`config.mk`:
```
export PLATFORM = sky130hd
export DESIGN_NAME = smcr_config_bank
export DESIGN_NICKNAME = d
export VERILOG_FILES = /design/src/smcr_config_bank.v /design/src/smcr_idle_counter.v
export VERILOG_INCLUDE_DIRS = /design/src
export SDC_FILE = /design/constraint.sdc
export NUM_CORES = 1
export LEC_CHECK = 0
export ABC_AREA = 1
export CORE_UTILIZATION = 50
export CTS_CLUSTER_SIZE = 10
export DETAILED_ROUTE_END_ITERATION = 16
export DONT_BUFFER_PORTS = 1
export PLACE_DENSITY = 0.68
export SETUP_SLACK_MARGIN = 0.3
export SLEW_MARGIN = 20
export SYNTH_ARGS = -nofsm -noshare
export SYNTH_HDL_FRONTEND = slang
export SYNTH_SLANG_ARGS = --single-unit
export TNS_END_PERCENT = 5
```
`constraint.sdc`:
```
create_clock -name clk_sys -period 1.8 [get_ports clk_sys]
set_input_delay 0.09 -clock clk_sys [delete_from_list [all_inputs] [get_ports clk_sys]]
set_output_delay 0.09 -clock clk_sys [all_outputs]
set_load 0.005 [all_outputs]
```
`src/smcr_regs.vh`:
```
/*
 * smcr_regs.vh: register offsets, field positions, reset values and
 * encodings of the static memory configuration readback bank.
 * Assumes the includer has no other macros with the smcr_ prefix.
 */
`ifndef SMCR_REGS_VH
`define SMCR_REGS_VH

// register offsets on the programming port (byte addresses)
`define SMCR_OFF_IDLE_PERIOD   12'h0E0
`define SMCR_OFF_SRAM_TIMING   12'h100
`define SMCR_OFF_NAND_TIMING   12'h180
`define SMCR_OFF_OPMODE        12'h104
`define SMCR_OFF_GPIN          12'h200
`define SMCR_OFF_DIRECT_CMD    12'h010
`define SMCR_OFF_SET_CYCLES    12'h014
`define SMCR_OFF_SET_OPMODE    12'h018

// controller states
`define SMCR_ST_RESET          2'h0
`define SMCR_ST_READY          2'h1
`define SMCR_ST_LOWPOWER       2'h2

// operating mode field positions
`define SMCR_OM_MATCH_HI       31
`define SMCR_OM_MATCH_LO       24
`define SMCR_OM_MASK_HI        23
`define SMCR_OM_MASK_LO        16
`define SMCR_OM_ALIGN_HI       15
`define SMCR_OM_ALIGN_LO       13
`define SMCR_OM_BLS            12
`define SMCR_OM_ADV            11
`define SMCR_OM_BAA            10
`define SMCR_OM_WBL_HI         9
`define SMCR_OM_WBL_LO         7
`define SMCR_OM_WSYNC          6
`define SMCR_OM_RBL_HI         5
`define SMCR_OM_RBL_LO         3
`define SMCR_OM_RSYNC          2
`define SMCR_OM_MW_HI          1
`define SMCR_OM_MW_LO          0
`define SMCR_OM_NAND_KEEP      16'h0003

// sram timing: we_time bit and valid field width; nand timing width
`define SMCR_ST_WE_TIME        20
`define SMCR_ST_SRAM_BITS      21
`define SMCR_ST_NAND_BITS      24
`define SMCR_SRAM_TIMING_RST   21'h0492A2
`define SMCR_NAND_TIMING_RST   24'h0012A2

// burst length codes
`define SMCR_BL_1              3'h0
`define SMCR_BL_4              3'h1
`define SMCR_BL_8              3'h2
`define SMCR_BL_16             3'h3
`define SMCR_BL_32             3'h4
`define SMCR_BL_CONT           3'h5
`define SMCR_CONT_LIMIT        9'h020

// burst alignment codes
`define SMCR_AL_NONE           3'h0
`define SMCR_AL_MEMBURST       3'h1
`define SMCR_AL_64             3'h2
`define SMCR_AL_128            3'h3
`define SMCR_AL_256            3'h4

// write strobe delay after chip select when we_time is 0
`define SMCR_WE_DELAY          2'h2

`endif

```
`src/smcr_config_bank.v`:
```
/*
 * smcr_config_bank.v: per-chip configuration and readback registers of a
 * static memory controller, with the memory-side pin modes they steer.
 * Assumes the programming port gives one-cycle sel/write strobes, and
 * that pins user_in and addr come from outside and need synchronising.
 */
`timescale 1ns/1ps
`include "smcr_regs.vh"
module smcr_config_bank (
    clk_sys,
    rst_n,
    prog_sel,
    prog_write,
    prog_addr,
    prog_wdata,
    prog_rdata,
    prog_err,
    ctrl_state,
    nand_if1,
    cfg_width,
    boot_width_tie_sram,
    boot_width_tie_nand,
    addr_match_tie,
    addr_mask_tie,
    user_in,
    mem_addr_hi,
    xfer_start,
    xfer_write,
    burst_done,
    beat_count,
    chip_hit,
    idle_cs,
    adv_n,
    baa_n,
    we_delay,
    bls_follow_we,
    split_beats
);
    input  wire        clk_sys;
    input  wire        rst_n;
    input  wire        prog_sel;
    input  wire        prog_write;
    input  wire [11:0] prog_addr;
    input  wire [31:0] prog_wdata;
    output reg  [31:0] prog_rdata;
    output reg         prog_err;
    input  wire [1:0]  ctrl_state;
    input  wire        nand_if1;
    input  wire [1:0]  cfg_width;
    input  wire [1:0]  boot_width_tie_sram;
    input  wire        boot_width_tie_nand;
    input  wire [7:0]  addr_match_tie;
    input  wire [7:0]  addr_mask_tie;
    input  wire [7:0]  user_in;
    input  wire [7:0]  mem_addr_hi;
    input  wire        xfer_start;
    input  wire        xfer_write;
    input  wire        burst_done;
    input  wire [8:0]  beat_count;
    output reg         chip_hit;
    output reg         idle_cs;
    output reg         adv_n;
    output reg         baa_n;
    output reg  [1:0]  we_delay;
    output reg         bls_follow_we;
    output reg  [8:0]  split_beats;

    reg  [3:0]  idle_period_r;
    reg  [31:0] set_cycles_r;
    reg  [15:0] set_opmode_r;
    reg  [20:0] sram_timing_r;
    reg  [23:0] nand_timing_r;
    reg  [15:0] opmode_r;
    reg         boot_seen_r;
    reg  [7:0]  user_meta_r;
    reg  [7:0]  user_sync_r;
    reg  [7:0]  addr_meta_r;
    reg  [7:0]  addr_sync_r;
    reg  [31:0] rdata_nxt;
    reg         err_nxt;
    reg  [8:0]  bl_beats;
    reg  [8:0]  split_nxt;
    reg  [2:0]  eff_align;
    reg         eff_sync;
    reg  [2:0]  eff_bl;
    wire        idle_req;
    wire        in_reset;
    wire        in_lowpower;
    wire        wr;
    wire        cont_burst;
    wire        counted_burst;
    wire [1:0]  boot_width;

    assign in_reset    = (ctrl_state == `SMCR_ST_RESET);
    assign in_lowpower = (ctrl_state == `SMCR_ST_LOWPOWER);
    assign wr          = prog_sel & prog_write;
    assign boot_width  = nand_if1 ? {1'b0, boot_width_tie_nand} : boot_width_tie_sram;

    // a continuous burst ends for counting at each 32-beat slice
    assign cont_burst    = (opmode_r[`SMCR_OM_RBL_HI:`SMCR_OM_RBL_LO] == `SMCR_BL_CONT) |
                           (opmode_r[`SMCR_OM_WBL_HI:`SMCR_OM_WBL_LO] == `SMCR_BL_CONT);
    assign counted_burst = burst_done |
                           (cont_burst & (beat_count == `SMCR_CONT_LIMIT));

    smcr_idle_counter u_idle (
        .clk_sys    (clk_sys),
        .rst_n      (rst_n),
        .period     (idle_period_r),
        .burst_done (counted_burst),
        .idle_req   (idle_req)
    );

    // pins from outside pass two flops; only the second is read
    always @(posedge clk_sys or negedge rst_n) begin
        if (!rst_n) begin
            user_meta_r <= 8'h00;
            user_sync_r <= 8'h00;
            addr_meta_r <= 8'h00;
            addr_sync_r <= 8'h00;
        end else begin
            user_meta_r <= user_in;
            user_sync_r <= user_meta_r;
            addr_meta_r <= mem_addr_hi;
            addr_sync_r <= addr_meta_r;
        end
    end

    // register writes; readback copies change only on direct command, apart from the boot width capture
    always @(posedge clk_sys or negedge rst_n) begin
        if (!rst_n) begin
            idle_period_r <= 4'h0;
            set_cycles_r  <= 32'h00000000;
            set_opmode_r  <= 16'h0000;
            sram_timing_r <= `SMCR_SRAM_TIMING_RST;
            nand_timing_r <= `SMCR_NAND_TIMING_RST;
            opmode_r      <= 16'h0000;
            boot_seen_r   <= 1'b0;
        end else begin
            // width straps are caught once, after reset release
            if (!boot_seen_r) begin
                boot_seen_r                           <= 1'b1;
                opmode_r[`SMCR_OM_MW_HI:`SMCR_OM_MW_LO] <= boot_width;
            end
            if (wr && !in_reset && !in_lowpower) begin
                case (prog_addr)
                    `SMCR_OFF_IDLE_PERIOD: begin
                        idle_period_r <= prog_wdata[3:0];
                    end
                    `SMCR_OFF_SET_CYCLES: begin
                        set_cycles_r <= prog_wdata;
                    end
                    `SMCR_OFF_SET_OPMODE: begin
                        set_opmode_r <= prog_wdata[15:0];
                    end
                    `SMCR_OFF_DIRECT_CMD: begin
                        sram_timing_r <= set_cycles_r[20:0];
                        nand_timing_r <= set_cycles_r[23:0];
                        if (nand_if1) begin
                            opmode_r <= set_opmode_r & `SMCR_OM_NAND_KEEP;
                        end else begin
                            opmode_r <= set_opmode_r;
                        end
                    end
                    default: begin
                        // read-only and unmapped offsets keep their contents
                        idle_period_r <= idle_period_r;
                    end
                endcase
            end
        end
    end

    // read path; refusal shows as prog_err with zero data
    always @* begin
        rdata_nxt = 32'h00000000;
        err_nxt   = 1'b0;
        case (prog_addr)
            `SMCR_OFF_IDLE_PERIOD: begin
                if (in_reset || in_lowpower) begin
                    err_nxt = 1'b1;
                end else begin
                    rdata_nxt = {28'h0000000, idle_period_r};
                end
            end
            `SMCR_OFF_SRAM_TIMING: begin
                if (in_reset) begin
                    err_nxt = 1'b1;
                end else begin
                    rdata_nxt = {11'h000, sram_timing_r};
                end
            end
            `SMCR_OFF_NAND_TIMING: begin
                if (in_reset) begin
                    err_nxt = 1'b1;
                end else begin
                    rdata_nxt = {8'h00, nand_timing_r};
                end
            end
            `SMCR_OFF_OPMODE: begin
                if (in_reset) begin
                    err_nxt = 1'b1;
                end else begin
                    rdata_nxt = {addr_match_tie, addr_mask_tie, opmode_r};
                end
            end
            `SMCR_OFF_GPIN: begin
                rdata_nxt = {24'h000000, user_sync_r};
            end
            `SMCR_OFF_DIRECT_CMD,
            `SMCR_OFF_SET_CYCLES,
            `SMCR_OFF_SET_OPMODE: begin
                rdata_nxt = 32'h00000000;
            end
            default: begin
                err_nxt = 1'b1;
            end
        endcase
        // writes to read-only registers are refused without effect
        if (prog_write && (prog_addr == `SMCR_OFF_SRAM_TIMING ||
                           prog_addr == `SMCR_OFF_NAND_TIMING ||
                           prog_addr == `SMCR_OFF_OPMODE ||
                           prog_addr == `SMCR_OFF_GPIN)) begin
            err_nxt   = 1'b1;
            rdata_nxt = 32'h00000000;
        end
    end

    // burst length and split boundary for the current transfer direction
    always @* begin
        eff_sync  = xfer_write ? opmode_r[`SMCR_OM_WSYNC] : opmode_r[`SMCR_OM_RSYNC];
        eff_bl    = xfer_write ? opmode_r[`SMCR_OM_WBL_HI:`SMCR_OM_WBL_LO]
                               : opmode_r[`SMCR_OM_RBL_HI:`SMCR_OM_RBL_LO];
        // async transfers behave as if aligned to the memory burst
        eff_align = eff_sync ? opmode_r[`SMCR_OM_ALIGN_HI:`SMCR_OM_ALIGN_LO]
                             : `SMCR_AL_MEMBURST;
        case (eff_bl)
            `SMCR_BL_1:    bl_beats = 9'h001;
            `SMCR_BL_4:    bl_beats = 9'h004;
            `SMCR_BL_8:    bl_beats = 9'h008;
            `SMCR_BL_16:   bl_beats = 9'h010;
            `SMCR_BL_32:   bl_beats = 9'h020;
            `SMCR_BL_CONT: bl_beats = `SMCR_CONT_LIMIT;
            default:       bl_beats = 9'h001;
        endcase
        // zero means bursts may cross any boundary
        case (eff_align)
            `SMCR_AL_NONE:     split_nxt = 9'h000;
            `SMCR_AL_MEMBURST: split_nxt = bl_beats;
            `SMCR_AL_64:       split_nxt = 9'h040;
            `SMCR_AL_128:      split_nxt = 9'h080;
            `SMCR_AL_256:      split_nxt = 9'h100;
            default:           split_nxt = 9'h000;
        endcase
    end

    // registered outputs towards the programming port and memory pins
    always @(posedge clk_sys or negedge rst_n) begin
        if (!rst_n) begin
            prog_rdata    <= 32'h00000000;
            prog_err      <= 1'b0;
            chip_hit      <= 1'b0;
            idle_cs       <= 1'b0;
            adv_n         <= 1'b1;
            baa_n         <= 1'b1;
            we_delay      <= 2'h0;
            bls_follow_we <= 1'b0;
            split_beats   <= 9'h000;
        end else begin
            prog_rdata    <= prog_sel ? rdata_nxt : 32'h00000000;
            prog_err      <= prog_sel & err_nxt;
            chip_hit      <= ((addr_sync_r ^ addr_match_tie) & addr_mask_tie) == 8'h00;
            idle_cs       <= idle_req;
            adv_n         <= ~(opmode_r[`SMCR_OM_ADV] & xfer_start);
            baa_n         <= ~opmode_r[`SMCR_OM_BAA];
            we_delay      <= sram_timing_r[`SMCR_ST_WE_TIME] ? 2'h0 : `SMCR_WE_DELAY;
            bls_follow_we <= opmode_r[`SMCR_OM_BLS];
            split_beats   <= split_nxt;
        end
    end
endmodule // smcr_config_bank

```
`src/smcr_idle_counter.v`:
```
/*
 * smcr_idle_counter.v: counts consecutive bursts on memory interface 1
 * and requests one idle chip-select cycle after the programmed number.
 * Assumes burst_done pulses once per burst from the memory-side engine.
 */
`timescale 1ns/1ps
module smcr_idle_counter (
    clk_sys,
    rst_n,
    period,
    burst_done,
    idle_req
);
    input  wire       clk_sys;
    input  wire       rst_n;
    input  wire [3:0] period;
    input  wire       burst_done;
    output reg        idle_req;

    reg [3:0] count_r;

    always @(posedge clk_sys or negedge rst_n) begin
        if (!rst_n) begin
            count_r  <= 4'h0;
            idle_req <= 1'b0;
        end else begin
            idle_req <= 1'b0;
            if (period == 4'h0) begin
                count_r <= 4'h0;
            end else if (burst_done) begin
                if (count_r + 4'h1 >= period) begin
                    count_r  <= 4'h0;
                    idle_req <= 1'b1;
                end else begin
                    count_r <= count_r + 4'h1;
                end
            end
        end
    end
endmodule // smcr_idle_counter

```
==> results.yml, run 1 <==
status:
  violations: "negative hold slack, negative setup slack"
  status: "complete, but fails checks"
clocking:
  cts.sinks: 171
  numCtsBuffers: 17
  cts.clk_slew.worst_paths_ns: 0.06
  cts_root_buf: "clkbuf_16"
  tritoncts: "done"
  insertion_delay_ns: 0.42
  clk_path_buf_depth: 2
  htreeDepth: 4
yosys:
  yosysSeqAreaShare: 0.610
  ys.warnings.count: 0
  synthesis.area_um2: 7030
  synth_ff_type: "dfrtp_1"
  ys_ff_latch: 171
  ys_async_sr_fraction: 1.00
  postSynthAreaPerCell_um2: 9.68
  ys_types: 41
  synth-edff-count: 0
  postSynthCellCount: 726
finish:
  layout-drive-gt1-share: 0.136
  post-route-util: 0.645
  area.growth.synth_to_final_pct: 23.4
  final_area_um2: 8680
  nets: 908
  final_cell_mix: "nand2_1 (185), dfrtp_1 (160), dlygate4sd3_1 (68)"
  layout_commonest_cell: "nand2_1"
  antenna_cells: 0
drt:
  detail-route-antenna-nets: 0
  num_vias: 5314
  wl_mm: 16.4
  drtIter0Drc: 370
  first_pass_iters: 5
  avgViaCountPerCell: 5.36
  wire_per_inst_um: 16.5
  drc: 0
sta:
  fin_ws_ns: -0.0417
  final-hold-violation-count: 171
  finalSetupViolations: 1
  fmax_ghz: 0.543
  clock_skew_ns: 0.00716
  setup-tns-final_ns: -0.0417
  worstMarginPinSlew_ns: 0.849
  drv_slew: 0
  slew_headroom: 0.432
  min_period_over_period: 1.02
  hold_ws_ns: -0.642
  fin_crit_ns: 1.84
  rsz0062_at_grt: "true"
global_routing:
  grt_pass1_wl_mm: 26.5
  grt_pass1_vias: 5261
  globalRoute.totalOverflow: 0
  antenna_found_initial: 0
  grt_max_degree: 172
  grt_use_total: 0.240
pwr:
  switching_share: 0.197
  p_seq_frac: 0.480
  p_comb_frac: 0.033
  power.density_nw_per_um2: 939
  cellLeakagePower_nw: 4.15
  power.total_mw: 8.15
  ir_drop_uv: 694
  p_int_mw: 6.55
  switching_power_mw: 1.60
  p_clk_frac: 0.486
setup_path:
  worst_setup_path_end_kind: "register"
  crit_path_top_delay_cell: "dfrtp_2"
  path_cells: "ha_4, ha_4, inv_2, nor2_1, o211ai_1, nand3_2, nor3_2, nand2_1, nand2_1"
  crit_buf_inv: 1
  r2r_setup_slack_ns: -0.04
  cp.depth: 9
  cp.arrival_ns: 2.19
  cp_max_fo: 5
  critPathRequiredTime_ns: 2.15
  cp-start-kind: "register"
  crit_family: "simple AND/OR/NAND/NOR gates"
  worstSetupPathType: "register to register"
  rr_worst_depth: 9
  max_stage_delay_ns: 0.45
floorplan:
  dieArea_um2: 14500
  fp.dieH_um: 121
  rows: 42
  die_x_um: 121
  start_util: 0.522
  core_um2: 13500
  num_io_pins: 149
worst_hold_path:
  hp-class: "input pin to asynchronous set/reset pin"
placement:
  place_area_um2: 7210
  hpwl_mm: 10.5
  dp_slack_ns: -0.125
  io_buffers: 0
  gp_congestion: 0.795
run:
  maxCapViolations: 0
cells in the mapped netlist, drive strengths merged (2+ instances only):
library cell  number  area, µm²
o211ai             2       15.0
dfrtp            162       4050
inv               71        267
conb               2       7.51
ha                 5       62.6
nand3             54        313
xnor2              2       17.5
nand2            194        779
a21oi             21        105
buf               15        104
o22ai              3       18.8
nor3               6       35.0
or2                4       25.0
clkbuf            10       37.5
nor4               6       43.8
nand4             11       68.8
dfstp              9        236
o31ai              2       15.0
a22oi             11       82.6
o21ai             67        347
nor2              65        364
cells by family (layout without fill, tap and decap cells):
group	count (synthesis)	after routing	synth area share
adders and majority gates	5	5	0.00890
other	2	3	0.00107
xor gates and xnor gates	3	3	0.00374
buffers and inverters	96	185	0.0580
DFF	171	171	0.610
and+or+nand+nor	340	340	0.232
AOI/OAI and AO/OA	109	109	0.0860
worst register-to-register path, stage by stage, from the launching register on:
cell and delay, ns:
dfrtp_2 0.45, ha_4 0.31, ha_4 0.20, inv_2 0.04
nor2_1 0.03, o211ai_1 0.20, nand3_2 0.17, nor3_2 0.22
nand2_1 0.09, nand2_1 0.07
area by class of cell:
type	instances	area, µm²
Clock inverter	10	190
Inverter	71	269
Fill cell	1105	4780
Clock buffer	22	454
Tap cell	176	220
Sequential cell	171	4290
Multi-Input combinational cell	460	2450
Timing Repair Buffer	82	798
per-layer routing:
layer	routed length [µm]	part of all wire	up-vias	track usage
met5	0	0	-	0
met4	297	0.018	0	0.102
met3	988	0.060	28	0.0500
met2	8130	0.50	214	0.385
met1	6970	0.43	2580	0.316
li1	-	-	2492	-
metrics by stage:
step                      hold slack, ns  instances
after global routing              -0.652        992
after global placement            -0.200        889
after detailed placement          -0.198        889
after floorplan                   -0.206        727
final                             -0.642        992
after CTS                         -0.652        990
final timing paths:
| check | startpoint | endpoint |
|---|---|---|
| min in group clk_sys | prog_addr[8] | prog_rdata[4]$_DFF_PN0_ |
| worst min-delay path | rst_n | prog_rdata[2]$_DFF_PN0_ |
| max in group asynchronous | rst_n | sram_timing_r[18]$_DFFE_PN1P_ |
| worst max register to register | u_idle.count_r[0]$_DFFE_PN0P_ | u_idle.count_r[2]$_DFFE_PN0P_ |
| worst min register to register | addr_meta_r[4]$_DFF_PN0_ | addr_sync_r[4]$_DFF_PN0_ |
| worst max-delay path | u_idle.count_r[0]$_DFFE_PN0P_ | u_idle.count_r[2]$_DFFE_PN0P_ |
registers in the layout, indices dropped and copies added, names as in the netlist:
name / flops
prog_rdata: 32
set_cycles_r: 24
sram_timing_r: 20
opmode_r: 16
set_opmode_r: 16
addr_meta_r: 8
addr_sync_r: 8
split_beats: 8
user_meta_r: 8
user_sync_r: 8
nand_timing_r: 6
idle_period_r: 4
u_idle.count_r: 4
adv_n: 1
baa_n: 1
bls_follow_we: 1
boot_seen_r: 1
chip_hit: 1
idle_cs: 1
prog_err: 1
u_idle.idle_req: 1
we_delay: 1
power by group through the flow:
stage | registers (mW) | clock network [mW] | logic (mW)
after floorplan | 3.98 | 0 | 0.110
after global placement | 3.98 | 0 | 0.129
after detailed placement | 3.98 | 0 | 0.134
after CTS | 3.91 | 4.01 | 0.264
after global routing | 3.92 | 4.16 | 0.296
final | 3.91 | 3.96 | 0.273
repair_timing:
item | 4_1_cts | 5_1_grt
pin swaps | 6 | 7
setup buffers | 2 | 1
hold endpoints to repair | 268 | 172
hold buffers | 67 | 1
gates cloned | 0 | 0
gates resized for setup | 12 | 10
endpoints found under the setup margin | 8 | 11
Note: power is estimated with default switching activity, not from simulation.
==> run 2: changes to the inputs <==
--- a/config.mk
+++ b/config.mk
@@ -7,6 +7,8 @@
 export NUM_CORES = 1
 export LEC_CHECK = 0
 export ABC_AREA = 1
+export CAP_MARGIN = 20
+export CORE_ASPECT_RATIO = 1.4
 export CORE_UTILIZATION = 50
 export CTS_CLUSTER_SIZE = 10
 export DETAILED_ROUTE_END_ITERATION = 16
==> results.yml, run 2 (synthesized netlist as in run 1, its figures left out) <==
drt:
  wl_mm: 16.4
  drc: 0
  num_vias: 5341
  detail-route-antenna-nets: 0
  first_pass_iters: 5
  drtIter0Drc: 310
  wire_per_inst_um: 16.4
  avgViaCountPerCell: 5.36
pwr:
  p_seq_frac: 0.486
  p_clk_frac: 0.480
  cellLeakagePower_nw: 4.13
  switching_share: 0.201
  ir_drop_uv: 680
  switching_power_mw: 1.62
  power.density_nw_per_um2: 934
  p_comb_frac: 0.034
  p_int_mw: 6.43
setup_path:
  r2r_setup_slack_ns: 0.02
  cp.arrival_ns: 2.15
  cp-start-kind: "register"
  critPathRequiredTime_ns: 2.16
  cp_max_fo: 5
  worstSetupPathType: "register to register"
  worst_setup_path_end_kind: "register"
clocking:
  tritoncts: "done"
  hold_buffers: 67
  numCtsBuffers: 17
  insertion_delay_ns: 0.42
  cts_root_buf: "clkbuf_16"
  clk_path_buf_depth: 2
  htreeDepth: 4
  cts.clk_slew.worst_paths_ns: 0.06
  cts.sinks: 171
global_routing:
  grt_pass1_vias: 5391
  grtUsageMet3: 0.0496
  grt_max_degree: 172
  grt_pass1_wl_mm: 26.3
  grt_use_total: 0.238
  use_met1: 0.284
  antenna_found_initial: 0
  globalRoute.totalOverflow: 0
  grtUsageMet2: 0.420
  grt_busiest_layer: "met2"
worst_hold_path:
  hp-class: "input pin to asynchronous set/reset pin"
sta:
  worstMarginPinSlew_ns: 0.690
  fmax_ghz: 0.560
  slew_headroom: 0.539
  fin_crit_ns: 1.78
  drv_slew: 0
  hold_ws_ns: -0.634
  clock_skew_ns: 0.00934
  min_period_over_period: 0.991
  finalSetupViolations: 0
  rsz0062_at_grt: "true"
  fin_ws_ns: 0.0154
  final-hold-violation-count: 171
finish:
  layout_commonest_cell: "nand2_1"
  largest_reg_flops: 32
  layout-drive-gt1-share: 0.131
  nets: 906
  antenna_cells: 0
  top_regs: "prog_rdata (32), set_cycles_r (24), sram_timing_r (20)"
  area.growth.synth_to_final_pct: 22.7
  final_cell_mix: "nand2_1 (185), dfrtp_1 (161), dlygate4sd3_1 (67)"
  fill_cells: 1107
  regMostFlops: "prog_rdata"
  final_area_um2: 8620
floorplan:
  num_io_pins: 149
  fp.dieH_um: 142
  die_x_um: 102
  core_um2: 13600
  dieArea_um2: 14500
  start_util: 0.518
  rows: 50
placement:
  hpwl_mm: 10.2
  place_area_um2: 7220
  io_buffers: 0
  dp_slack_ns: -0.0487
  gp_congestion: 0.866
status:
  violations: "negative hold slack"
  status: "complete, but fails checks"
run:
  maxCapViolations: 0
[run 2: power groups by stage]
stage          Combinational, mW  Clock [mW]  Sequential (mW)
6_report                   0.276        3.86             3.91
5_1_grt                    0.298        4.10             3.92
4_1_cts                    0.269        3.90             3.91
3_5_place_dp               0.140           0             3.98
3_3_place_gp               0.134           0             3.98
2_1_floorplan              0.110           0             3.98
[run 2: layer usage]
layer,share of wire,wire (µm)
met1,0.39,6380
met2,0.53,8650
met3,0.061,1000
met4,0.021,340
met5,0,0
[run 2: final cells by class]
type                       instances  area (µm²)  area share
sequential                       171        4290       0.498
multi-input combinational        460        2420       0.281
timing repair buffer              80         781      0.0906
clock buffer                      22         464      0.0538
inverter                          71         267      0.0309
tap                              182         228      0.0264
clock inverter                    10         165      0.0192
[run 2: worst paths after layout]
check                                               from                       endpoint  depth (start not counted)
hold / removal                                     rst_n       prog_rdata[28]$_DFF_PN0_                          0
min in group clk_sys                        prog_addr[7]       prog_rdata[23]$_DFF_PN0_                          4
setup reg to reg           u_idle.count_r[0]$_DFFE_PN0P_  u_idle.count_r[2]$_DFFE_PN0P_                          9
setup / recovery           u_idle.count_r[0]$_DFFE_PN0P_  u_idle.count_r[2]$_DFFE_PN0P_                          9
hold reg to reg                 user_meta_r[6]$_DFF_PN0_       user_sync_r[6]$_DFF_PN0_                          0
max in group asynchronous                          rst_n                adv_n$_DFF_PN1_                          0
[run 2: critical path: stages (launching register included)]
cell      delay [ns]
dfrtp_2         0.45
ha_4            0.18
xnor2_2         0.14
inv_1           0.10
ha_4            0.22
o211ai_1        0.11
nand3_2         0.18
nor3_2          0.21
nand2_1         0.07
nand2_1         0.05
[run 2: what timing repair did]
| item | CTS | global route |
|---|---|---|
| hold endpoints to repair | 267 | 171 |
| pin swaps | 5 | 11 |
| resized for setup | 8 | 8 |
| setup endpoints to repair | 5 | 12 |
| buffers inserted | 3 | 0 |
[run 2: metrics by stage]
stage                     cells  setup TNS, ns  power (mW)  hold slack, ns   util
final                       996              0        8.05          -0.634  0.635
after global routing        996         -0.111        8.31          -0.658  0.635
after CTS                   996              0        8.08          -0.646  0.633
after detailed placement    894        -0.0712        4.12          -0.201  0.532
after global placement      894              0        4.12          -0.202  0.532
after floorplan             727              0        4.09          -0.206      -
==> run 3: changes to the inputs <==
--- a/config.mk
+++ b/config.mk
@@ -10,6 +10,7 @@
 export CAP_MARGIN = 20
 export CORE_ASPECT_RATIO = 1.4
 export CORE_UTILIZATION = 50
+export CTS_BUF_LIST = sky130_fd_sc_hd__clkbuf_16
 export CTS_CLUSTER_SIZE = 10
 export DETAILED_ROUTE_END_ITERATION = 16
 export DONT_BUFFER_PORTS = 1
==> results.yml, run 3 (synthesized netlist as in run 1, its figures left out) <==
setup_path:
  r2r_setup_slack_ns: 0.03
  worst_setup_path_end_kind: "register"
  r2r_start: "u_idle.count_r[0]$_DFFE_PN0P_"
  critPathRequiredTime_ns: 2.16
  cp.arrival_ns: 2.13
  cp-start-kind: "register"
  cp_max_fo: 5
  rr_worst_depth: 9
  worstSetupPathType: "register to register"
  r2r-end: "u_idle.count_r[2]$_DFFE_PN0P_"
run:
  maxCapViolations: 0
sta:
  final-hold-violation-count: 171
  slew_headroom: 0.545
  hold_ws_ns: -0.641
  drv_slew: 0
  rsz0062_at_grt: "true"
  finalSetupViolations: 0
  clock_skew_ns: 0.0111
  fmax_ghz: 0.566
  fin_crit_ns: 1.77
  min_period_over_period: 0.982
  worstMarginPinSlew_ns: 0.682
floorplan:
  core_um2: 13600
  die_x_um: 102
  dieArea_um2: 14500
  rows: 50
  fp.dieH_um: 142
  start_util: 0.518
  num_io_pins: 149
finish:
  layout_commonest_cell: "nand2_1"
  top_regs: "prog_rdata (32), set_cycles_r (24), sram_timing_r (20)"
  fill_cells: 1111
  area.growth.synth_to_final_pct: 22.4
  post-route-util: 0.634
  final_cell_mix: "nand2_1 (185), dfrtp_1 (161), inv_1 (67), dlygate4sd3_1 (67), o21ai_0 (59)"
  regMostFlops: "prog_rdata"
  layout-drive-gt1-share: 0.129
  largest_reg_flops: 32
  finalNonFillerCells: 996
  nets: 906
  antenna_cells: 0
placement:
  hpwl_mm: 10.2
  io_buffers: 0
  gp_congestion: 0.866
  dp_cells: 894
drt:
  wire_per_inst_um: 16.2
  drc: 0
  detail-route-antenna-nets: 0
  avgViaCountPerCell: 5.31
  num_vias: 5291
  wl_mm: 16.1
  drtIter0Drc: 381
  first_pass_iters: 6
clocking:
  cts_root_buf: "clkbuf_16"
  clk_path_buf_depth: 2
  hold_buffers: 67
  tritoncts: "done"
  cts.clk_slew.worst_paths_ns: 0.06
  insertion_delay_ns: 0.42
  htreeDepth: 4
  cts.sinks: 171
  numCtsBuffers: 17
global_routing:
  grt_max_degree: 172
  grt_pass1_wl_mm: 26.2
  antenna_found_initial: 0
  grt_pass1_vias: 5386
  grt_use_total: 0.238
  globalRoute.totalOverflow: 0
pwr:
  power.density_nw_per_um2: 922
  ir_drop_uv: 675
  power.total_mw: 7.93
  cellLeakagePower_nw: 4.13
status:
  violations: "negative hold slack"
  status: "complete, but fails checks"
worst_hold_path:
  hp-class: "input pin to asynchronous set/reset pin"
-- run 3: changes by cell type in the layout (fill, tap and decap cells not counted) --
cell	previous run	this run
clkbuf_1	3	0
clkbuf_8	2	0
clkinv_1	0	2
inv_1	64	67
-- run 3: metrics by stage --
stage	cell area (µm²)	TNS, ns	setup WS (ns)
final	8600	0	0.0331
after global routing	8600	-0.105	-0.0621
after CTS	8570	0	0.0328
after detailed placement	7220	-0.0712	-0.0487
after global placement	7220	0	0.00211
after floorplan	7030	0	0.120
-- run 3: area by class of cell --
class | instances | area, µm² | area share
Sequential cell | 171 | 4290 | 0.499
Multi-Input combinational cell | 460 | 2420 | 0.282
Timing Repair Buffer | 80 | 781 | 0.0908
Clock buffer | 17 | 425 | 0.0495
Inverter | 71 | 267 | 0.0310
Tap cell | 182 | 228 | 0.0265
Clock inverter | 15 | 184 | 0.0214
-- run 3: worst max-delay path by stage --
stage,startpoint,to,slack [ns]
detailed placement,u_idle.count_r[0]$_DFFE_PN0P_,u_idle.count_r[2]$_DFFE_PN0P_,-0.05
CTS,u_idle.count_r[0]$_DFFE_PN0P_,u_idle.count_r[2]$_DFFE_PN0P_,0.03
global placement,u_idle.count_r[0]$_DFFE_PN0P_,u_idle.count_r[2]$_DFFE_PN0P_,0.002
global route,u_idle.count_r[1]$_DFFE_PN0P_,u_idle.count_r[2]$_DFFE_PN0P_,-0.06
floorplan,u_idle.count_r[0]$_DFFE_PN0P_,u_idle.count_r[0]$_DFFE_PN0P_,0.12
finish,u_idle.count_r[0]$_DFFE_PN0P_,u_idle.count_r[2]$_DFFE_PN0P_,0.03
-- run 3: what timing repair did --
item,in CTS,in global routing
pin swaps,5,11
buffers inserted,3,0
setup endpoints to repair,5,12
gates resized for setup,8,8
hold endpoints to repair,267,171
-- run 3: layer usage --
layer	track usage	vias to the layer above	routed length [µm]	part of all wire
li1	-	2490	-	-
met5	0	-	0	0
met4	0.0827	0	303	0.019
met1	0.283	2555	6270	0.39
met2	0.420	213	8540	0.53
met3	0.0511	33	1030	0.064
-- run 3: critical path, stage by stage (launching register included) --
cell and delay, ns:
dfrtp_2 0.45, ha_4 0.30, ha_4 0.20, inv_2 0.04
nor2_1 0.03, o211ai_1 0.18, nand3_2 0.18, nor3_2 0.21
nand2_1 0.07, nand2_1 0.05
-- run 3: power breakdown --
part	internal (mW)	total, mW	switching, mW	leakage, nW
clock network	2.30	3.74	1.45	0.298
logic	0.140	0.276	0.135	1.64
registers	3.89	3.91	0.0190	2.19
total	6.33	7.93	1.60	4.13
